$ cat src/design/hspd_pkg.sv
package hspd_pkg;

	// ------------------------------------------------------------
	// Timing
	// ------------------------------------------------------------
	localparam int CLK_PERIOD_NS = 40;
	localparam int NS_PER_MS = 1000000;
	localparam int OPEN_LOAD_DEGLITCH_TIME_MS = 16;
	localparam int AUTO_RETRY_TIME_MS = 120;
	// A least time rounds up to whole cycles.
	localparam int OPEN_LOAD_DEGLITCH_CYCLES =
		(OPEN_LOAD_DEGLITCH_TIME_MS * NS_PER_MS + CLK_PERIOD_NS - 1) / CLK_PERIOD_NS;
	localparam int AUTO_RETRY_CYCLES = (AUTO_RETRY_TIME_MS * NS_PER_MS + CLK_PERIOD_NS - 1) / CLK_PERIOD_NS;

	// ------------------------------------------------------------
	// Channels and fault codes
	// ------------------------------------------------------------
	localparam int NUM_CH = 4;
	localparam int CODE_W = 2;
	localparam logic [1:0] FCODE_NONE = 2'h0;
	localparam logic [1:0] FCODE_OPEN_LOAD = 2'h1;
	localparam logic [1:0] FCODE_OVER_CURRENT = 2'h2;
	localparam logic [1:0] FCODE_SHORT_GND = 2'h3;
	localparam logic [3:0] CH_ALL_OFF = 4'h0;
	localparam logic [7:0] FAULT_BITS_CLEAR = 8'h00;

	// ------------------------------------------------------------
	// Types
	// ------------------------------------------------------------
	typedef struct packed {
		logic [3:0] over_current;
		logic [3:0] short_to_ground;
		logic [3:0] open_load_cmp;
	} hspd_sense_t;

	typedef enum logic [0:0] {
		HSPD_RT_IDLE = 1'b0,
		HSPD_RT_RUN = 1'b1
	} hspd_retry_state_t;

endpackage

$ cat src/design/hspd_deglitch.sv
`timescale 1ns/100ps
module hspd_deglitch #(
	parameter int LIMIT = 400000
) (
	input wire logic ref_clk,
	input wire logic rst,
	input wire logic active,
	output logic fired
);

	localparam int CW = $clog2(LIMIT + 1);
	localparam logic [CW-1:0] LAST = CW'(LIMIT - 1);
	localparam logic [CW-1:0] DONE = CW'(LIMIT);
	localparam logic [CW-1:0] ZERO = '0;

	logic [CW-1:0] count;

	// ------------------------------------------------------------
	// Counter
	// ------------------------------------------------------------
	// The count saturates so one uninterrupted assertion gives one pulse.
	always_ff @(posedge ref_clk or posedge rst) begin
		if (rst) begin
			count <= '0;
		end else if (!active) begin
			count <= ZERO;
		end else if (count != DONE) begin
			count <= count + CW'(1);
		end
	end

	always_ff @(posedge ref_clk or posedge rst) begin
		if (rst) begin
			fired <= 1'b0;
		end else begin
			fired <= active && (count == LAST);
		end
	end
endmodule

$ cat src/design/hspd_fault_logic.sv
`timescale 1ns/100ps
// What this block and its host do
// Channel command is parallel pin OR serially loaded control bit.
// Parallel pin reaches the gate driver without serial clock or chip-select.
// Pin low-then-high during retry wait restarts timer and re-enables that channel.
// Toggling a parallel pin never clears the latched fault interrupt.
// Over-voltage, open load, over-current or short latch interrupt low at once.
// Latched interrupt releases only on a chip-select falling edge.
// Over-voltage forces all four gates off and latches the interrupt.
// Over-voltage sets no channel bit; release needs it gone and no bits.
// After over-voltage ends, gates follow their commands again immediately.
// Open-load monitoring runs only while both pin and serial bit are zero.
// Open load accepted only after comparator stays high the whole deglitch time.
// Valid open load latches the interrupt and sets that channel's fault bits.
// Fault status is eight bits, two per channel, coding the fault kind.
// Latched mode: open-load channel stays off until commanded on, off, on.
// Retry mode: open load starts retry timer; gate follows after the delay.
// One retry timer serves all channels; first fault sets the delay.
// On-state fault switches that gate off and reports interrupt and bits.
// Host keeps chip-select high when serial port and interrupt are unused.
// Host reading faults only shifts all-zero control bits.
// Host never commands on an unused channel with source tied to gate.
// While chip-select is high, faults since its last rising edge are captured.
// Chip-select rising edge loads four control bits and clears fault register.
// Deglitch count returns to zero whenever the comparator drops early.
module hspd_fault_logic #(
	parameter int OL_DEGLITCH_CYCLES = hspd_pkg::OPEN_LOAD_DEGLITCH_CYCLES,
	parameter int RETRY_CYCLES = hspd_pkg::AUTO_RETRY_CYCLES
) (
	input wire logic ref_clk,
	input wire logic rst,
	input wire logic [3:0] parallel_channel_cmd,
	input wire logic cs_n,
	input wire logic [3:0] serial_ctrl_in,
	input wire logic auto_retry_select,
	input wire logic supply_overvoltage_lockout,
	input wire hspd_pkg::hspd_sense_t fet_source_sense,
	output logic [3:0] fet_drive_out,
	output logic [3:0] serial_ctrl,
	output logic [7:0] fault_status,
	output logic fault_interrupt_n
);

	localparam int RW = $clog2(RETRY_CYCLES + 1);
	localparam logic [RW-1:0] RETRY_LAST = RW'(RETRY_CYCLES - 1);

	logic cs_prev;
	logic cs_fall;
	logic cs_rise;
	logic [3:0] par_prev;
	logic [3:0] par_rise;
	logic [3:0] cmd;
	logic [3:0] on_fault;
	logic [3:0] ol_fault;
	logic [3:0] ch_fault;
	logic [3:0] lock;
	logic [3:0] seen_on;
	logic [3:0] retry_pend;
	logic [3:0] next_drive;
	logic retry_done;
	logic retry_restart;
	logic retry_start;
	logic [RW-1:0] retry_count;
	hspd_pkg::hspd_retry_state_t retry_state;

	// ------------------------------------------------------------
	// Edge detection
	// ------------------------------------------------------------
	always_ff @(posedge ref_clk or posedge rst) begin
		if (rst) begin
			cs_prev <= 1'b1;
			par_prev <= hspd_pkg::CH_ALL_OFF;
		end else begin
			cs_prev <= cs_n;
			par_prev <= parallel_channel_cmd;
		end
	end

	assign cs_fall = cs_prev && !cs_n;
	assign cs_rise = !cs_prev && cs_n;
	assign par_rise = parallel_channel_cmd & ~par_prev;

	// ------------------------------------------------------------
	// Serial control bits
	// ------------------------------------------------------------
	always_ff @(posedge ref_clk or posedge rst) begin
		if (rst) begin
			serial_ctrl <= hspd_pkg::CH_ALL_OFF;
		end else if (cs_rise) begin
			serial_ctrl <= serial_ctrl_in;
		end
	end

	assign cmd = parallel_channel_cmd | serial_ctrl;

	// ------------------------------------------------------------
	// Shared auto-retry timer
	// ------------------------------------------------------------
	// A later fault does not restart a running wait, so the first one sets the delay.
	assign retry_start = auto_retry_select && (|ch_fault) && (retry_state == hspd_pkg::HSPD_RT_IDLE);
	assign retry_restart = |(par_rise & retry_pend);
	assign retry_done = (retry_state == hspd_pkg::HSPD_RT_RUN) && (retry_count == RETRY_LAST) && !retry_restart;

	always_ff @(posedge ref_clk or posedge rst) begin
		if (rst) begin
			retry_state <= hspd_pkg::HSPD_RT_IDLE;
			retry_count <= '0;
		end else begin
			unique case (retry_state)
				hspd_pkg::HSPD_RT_IDLE: begin
					retry_count <= '0;
					if (retry_start) begin
						retry_state <= hspd_pkg::HSPD_RT_RUN;
					end
				end
				hspd_pkg::HSPD_RT_RUN: begin
					if (retry_restart) begin
						retry_count <= '0;
					end else if (retry_done) begin
						retry_state <= hspd_pkg::HSPD_RT_IDLE;
						retry_count <= '0;
					end else begin
						retry_count <= retry_count + RW'(1);
					end
				end
			endcase
		end
	end

	// ------------------------------------------------------------
	// Per-channel supervision
	// ------------------------------------------------------------
	genvar i;
	generate
		for (i = 0; i < hspd_pkg::NUM_CH; i++) begin : g_ch
			logic [1:0] code;

			// Sensing only while the channel is commanded off keeps the pull-up from faking a fault.
			hspd_deglitch #(
				.LIMIT(OL_DEGLITCH_CYCLES)
			) u_ol (
				.ref_clk(ref_clk),
				.rst(rst),
				.active(fet_source_sense.open_load_cmp[i] && !cmd[i]),
				.fired(ol_fault[i])
			);

			// An on-state fault only counts while this gate is actually driven.
			assign on_fault[i] = fet_drive_out[i] &&
				(fet_source_sense.over_current[i] || fet_source_sense.short_to_ground[i]);
			assign ch_fault[i] = on_fault[i] || ol_fault[i];

			always_comb begin
				if (fet_drive_out[i] && fet_source_sense.short_to_ground[i]) begin
					code = hspd_pkg::FCODE_SHORT_GND;
				end else if (on_fault[i]) begin
					code = hspd_pkg::FCODE_OVER_CURRENT;
				end else if (ol_fault[i]) begin
					code = hspd_pkg::FCODE_OPEN_LOAD;
				end else begin
					code = hspd_pkg::FCODE_NONE;
				end
			end

			// The first fault since the last read is kept; a new one wins over the clear.
			always_ff @(posedge ref_clk or posedge rst) begin
				if (rst) begin
					fault_status[2*i +: 2] <= hspd_pkg::FCODE_NONE;
				end else if (ch_fault[i] && (fault_status[2*i +: 2] == hspd_pkg::FCODE_NONE || cs_rise)) begin
					fault_status[2*i +: 2] <= code;
				end else if (cs_rise) begin
					fault_status[2*i +: 2] <= hspd_pkg::FCODE_NONE;
				end
			end

			// Latched mode: the channel is released by an on, then an off command.
			always_ff @(posedge ref_clk or posedge rst) begin
				if (rst) begin
					lock[i] <= 1'b0;
					seen_on[i] <= 1'b0;
				end else if (!auto_retry_select && ch_fault[i]) begin
					lock[i] <= 1'b1;
					seen_on[i] <= on_fault[i];
				end else if (lock[i]) begin
					if (cmd[i]) begin
						seen_on[i] <= 1'b1;
					end else if (seen_on[i] && !fet_source_sense.open_load_cmp[i]) begin
						lock[i] <= 1'b0;
						seen_on[i] <= 1'b0;
					end
				end
			end

			always_ff @(posedge ref_clk or posedge rst) begin
				if (rst) begin
					retry_pend[i] <= 1'b0;
				end else if (auto_retry_select && ch_fault[i]) begin
					retry_pend[i] <= 1'b1;
				end else if (par_rise[i] || retry_done) begin
					retry_pend[i] <= 1'b0;
				end
			end

			assign next_drive[i] = cmd[i] && !supply_overvoltage_lockout && !lock[i] &&
				!retry_pend[i] && !ch_fault[i];

		end
	endgenerate

	// ------------------------------------------------------------
	// Gate outputs
	// ------------------------------------------------------------
	always_ff @(posedge ref_clk or posedge rst) begin
		if (rst) begin
			fet_drive_out <= hspd_pkg::CH_ALL_OFF;
		end else begin
			fet_drive_out <= next_drive;
		end
	end

	// ------------------------------------------------------------
	// Fault interrupt
	// ------------------------------------------------------------
	// Over-voltage is held as a level, so the release waits for it to clear.
	always_ff @(posedge ref_clk or posedge rst) begin
		if (rst) begin
			fault_interrupt_n <= 1'b1;
		end else if (supply_overvoltage_lockout || (|ch_fault)) begin
			fault_interrupt_n <= 1'b0;
		end else if (cs_fall && fault_status == hspd_pkg::FAULT_BITS_CLEAR) begin
			fault_interrupt_n <= 1'b1;
		end
	end
endmodule

$ cat config.mk
export PLATFORM = sky130hd
export DESIGN_NAME = hspd_fault_logic
export DESIGN_NICKNAME = d
export VERILOG_FILES = /design/src/design/hspd_pkg.sv /design/src/design/hspd_deglitch.sv /design/src/design/hspd_fault_logic.sv
export SDC_FILE = /design/constraint.sdc
export NUM_CORES = 1
export LEC_CHECK = 0
export BUFFER_PORTS_ARGS = -buffer_cell sky130_fd_sc_hd__buf_2
export CAP_MARGIN = 10
export CORE_MARGIN = 4
export CORE_UTILIZATION = 55
export DETAILED_ROUTE_END_ITERATION = 6
export PLACE_DENSITY_LB_ADDON = 0.08
export SLEW_MARGIN = 5
export SYNTH_ARGS = -nofsm -noshare
export SYNTH_HDL_FRONTEND = slang
export SYNTH_SLANG_ARGS = --single-unit
$ cat constraint.sdc
create_clock -name ref_clk -period 8.46 [get_ports ref_clk]
set_input_delay 1.692 -clock ref_clk [delete_from_list [all_inputs] [get_ports ref_clk]]
set_output_delay 1.692 -clock ref_clk [all_outputs]
set_load 0.005 [all_outputs]
==> results summary <==
The wire length after detailed routing is 14900 um. The proportion of layout cells with a drive suffix above 1 is 11.2%. The number of design-rule violations left by the first detailed-router iteration came out at 355. The worst-path maximum fanout came out at 87. The number of endpoints with negative hold slack in the final report came out at 0.

The analysis attributes to cell leakage a power of 3.25 nW. The number of nets produced by synthesis is 765. The final critical delay including setup and external delays came out at 2900 ps.

The number of buffers added to fix hold violations after cts is 0. The average wire per cell in the routed design came out at 15.6 um. The count of vias placed by the detailed router came out at 5592. The transition time at the pin with the least slew margin came out at 1090 ps.

Leaving out fill and tap cells, the most frequent cell in the layout is dfrtp_1. The number of instances in the synthesized netlist came out at 731. The area of all placed cells without fillers came out at 7900 sq um. The area of placed instances came out at 7260 sq um. The share of the cycle needed by the critical path after routing came out at 34.3%.

The number of gates resized after CTS was 0. The summed negative setup slack over all endpoints is 0 ps. The repair_antennas step left the layout with diodes totalling 0.

The worst hold path belongs to the class reg2reg. The max-capacitance violation count came out at 0. The critical path is of the in2async type. The worst endpoint required time came out at 8830 ps. STA classifies the critical path endpoint as an async pin. The share of cell area taken by muxes after synthesis came out at 1.23%. Walking the worst path, the cells encountered are buf_2, inv_4, buf_4. The max-slew violation total from the final report is 0. The fraction of the mapped netlist area in simple logic gates is 26.7%.

The floorplan step defined a core boundary enclosing 12200 sq um. Of the total power, the share spent switching nets is 25.5%. Leaving out fill and tap cells, the most frequent cells in the layout are 135 x dfrtp_1, 62 x nand2_1, 62 x nor2_1. Across the whole layout, storage elements account for 3430 sq um. The flop and latch count out of synthesis is 137. VDD sags by at most 167 uV. The cell type contributing the most total cell area after synthesis is dfrtp_1. CTS built an H-tree with a depth of 4. The number of vias per cell after detailed routing is 5.88.

The synthesized-area fraction occupied by ao, oa, aoi and oai cells came out at 11.2%. The peak clock frequency supported by timing is 345 MHz. TritonCTS built the clock tree. In this design, the stage delay of the slowest critical-path cell is 950 ps. The clock input transition at the sequential cells of the worst setup and hold paths is 60 ps.

The count of clock tree sinks is 137. After Yosys synthesis, full adders, half adders and majority gates account for 1.62% of the synthesized area. Per report_power, the clock group accounts for 44.0% of the total. The average instance in the mapped netlist occupies 9.49 sq um.

The slowest stage of the critical path is the buf_4 cell. The count of unique library cells instantiated by Yosys came out at 51. The first TritonRoute pass finished after 4 iterations. The relative slew slack is 27.2%. The post-route DRC violation count is 0.

Summing the sequential cell areas from Yosys gives 49.5% of the chip area. In the post-synthesis netlist, the biggest area contributors are dfrtp_1 49%, o21ai_0 3.9%, nand2_1 3.4%. The warning count from the yosys run is 0. By area, the combinational part of the netlist is dominated by simple AND/OR/NAND/NOR gates. The final design utilization came out at 65.0%. The arrival time at the worst endpoint is 3270 ps. From synthesis to final layout, the design area changed by 14.0%.

In the final design database the tool counted 804 nets. Global routing consumed, over all layers together, 22.1% of the routing resources. The residual antenna-violating net count after detailed routing came out at 0. The count of port buffers added during placement is 41.

The async set or reset register ratio after synthesis is 100%. The die width is 120 um. The initialized floorplan defines 40 standard-cell rows. Setup repair after global routing left no endpoint under its margin. Summing the areas of all xor and xnor instances in the mapped netlist gives 6.44% of the synthesized area. The number of antenna violations at the first check in global routing came out at 0. The detailed placer's ending HPWL is 10200 um. Broken down by cell family, the worst path's largest delay share belongs to buffers and inverters.

The number of global-route vias before repair came out at 5204. The initial core utilization came out at 57.0%. Setup violations remaining at the end of the flow were counted as 0. The run finished with clean final reports.

The combinational fraction of design power came out at 11.8%. The total standard cell area after synthesis came out at 6940 sq um. The global-route wire length before repair is 25800 um. The number of CTS-inserted buffers is 17.

In the synthesized netlist the dominant register cell turns out to be dfrtp_1. The number of top-level design ports came out at 42. The kind of start point of the critical path is an input port. The setup fix buffers added after clock tree synthesis is 0. The net load switching power came out at 0.450 mW.

The tree is rooted in a clkbuf_16. The die outline height is 120 um. Entering global routing, the biggest net connects 88 pins. The proportion of power drawn by flip-flops and latches came out at 44.2%. The portion of synthesized cell area occupied by the leading cell type is 48.7%. The number of fill cells is 976. The overflow left after global routing came out at 0. The final weighted congestion in routability-driven placement came out at 0.842. The worst-case clock skew came out at 4.25 ps.

The power per cell area came out at 224 nW/um^2. The internal portion of the total power is 1.32 mW. The longest clock path from root to sink contains 2 buffers. Counting flops with a built-in enable in the synthesized netlist gives 0. The total area of multi-input combinational cells came out at 3280 sq um. The clock latency on the worst-skew pair came out at 410 ps. Together, buffers and inverters on the worst path number 3. The die footprint is 14500 sq um.
[kinds of logic (layout without fill, tap and decap cells)]
group | Yosys count | after routing
adders and majority gates | 9 | 9
DFF | 137 | 137
AOI/OAI and AO/OA | 129 | 129
muxes | 8 | 8
buffers and inverters | 58 | 110
xor gates and xnor gates | 51 | 51
and+or+nand+nor | 339 | 339
[per-layer routing]
layer	GRT usage, %	vias up	part of all wire, %
met4	7.08	0	1.3
met2	34.8	113	47
met1	30.6	2746	46
met3	4.86	15	4.9
met5	0	-	0
li1	-	2718	-
[cells in the mapped netlist (10+ instances only)]
cell,count
xnor2_1,26
nand4_1,24
dfrtp_1,135
and3_1,10
or3_1,24
clkbuf_1,17
nor2_1,62
nand2_1,62
a21oi_1,30
nor3_1,34
nor4_1,13
xor2_1,25
nand3_1,33
or4_1,14
o21ai_0,54
inv_1,35
[power groups by stage]
stage	sequential (mW)	combinational (mW)	clock (mW)
after floorplan	0.775	0.136	0
after global placement	0.788	0.200	0
after detailed placement	0.792	0.206	0
after CTS	0.781	0.208	0.795
after global routing	0.792	0.240	0.824
final	0.782	0.208	0.779
[path summary, 6_finish.rpt]
path	startpoint	endpoint	slack, ps	cells after the start
worst max-delay path	rst	g_ch[1].u_ol.count[1]$_DFFE_PP0P_	5560	3
worst min-delay path	retry_count[0]$_DFF_PP0_	retry_count[0]$_DFF_PP0_	500	1
worst max register to register	retry_count[17]$_DFF_PP0_	retry_count[19]$_DFF_PP0_	5820	4
worst min register to register	retry_count[0]$_DFF_PP0_	retry_count[0]$_DFF_PP0_	500	1
max in group ref_clk	fault_interrupt_n$_DFFE_PP1P_	fault_interrupt_n	5660	1
min in group asynchronous	rst	fault_status[2]$_DFFE_PP0P_	1360	2
[final cells by class]
| cell class | count | area share [%] |
|---|---|---|
| well taps | 168 | 2.66 |
| multi-input cells | 536 | 41.5 |
| flip-flops and latches | 137 | 43.4 |
| clock inverters | 12 | 2.17 |
| clock buffers | 20 | 5.78 |
| inverters | 35 | 1.69 |
| repair buffers | 43 | 2.83 |
[state kept, by name, summed over array words and instances, names as in the netlist]
signal,cells
serial_ctrl,4
fault_status,8
g_ch.u_ol.count,76
cs_prev,1
lock,4
retry_count,22
fet_drive_out,4
retry_pend,4
g_ch.u_ol.fired,4
par_prev,4
retry_state,1
fault_interrupt_n,1
seen_on,4
[stage by stage]
| stage | cells | power (mW) | hold slack (ps) | setup slack [ps] |
|---|---|---|---|---|
| floorplan | 731 | 0.912 | 462 | 3100 |
| global placement | 918 | 0.988 | 482 | 5060 |
| detailed placement | 918 | 0.998 | 495 | 5030 |
| CTS | 950 | 1.78 | 503 | 5480 |
| global route | 951 | 1.86 | 529 | 5240 |
| finish | 951 | 1.77 | 497 | 5560 |
(Power assumes the default switching activity.)
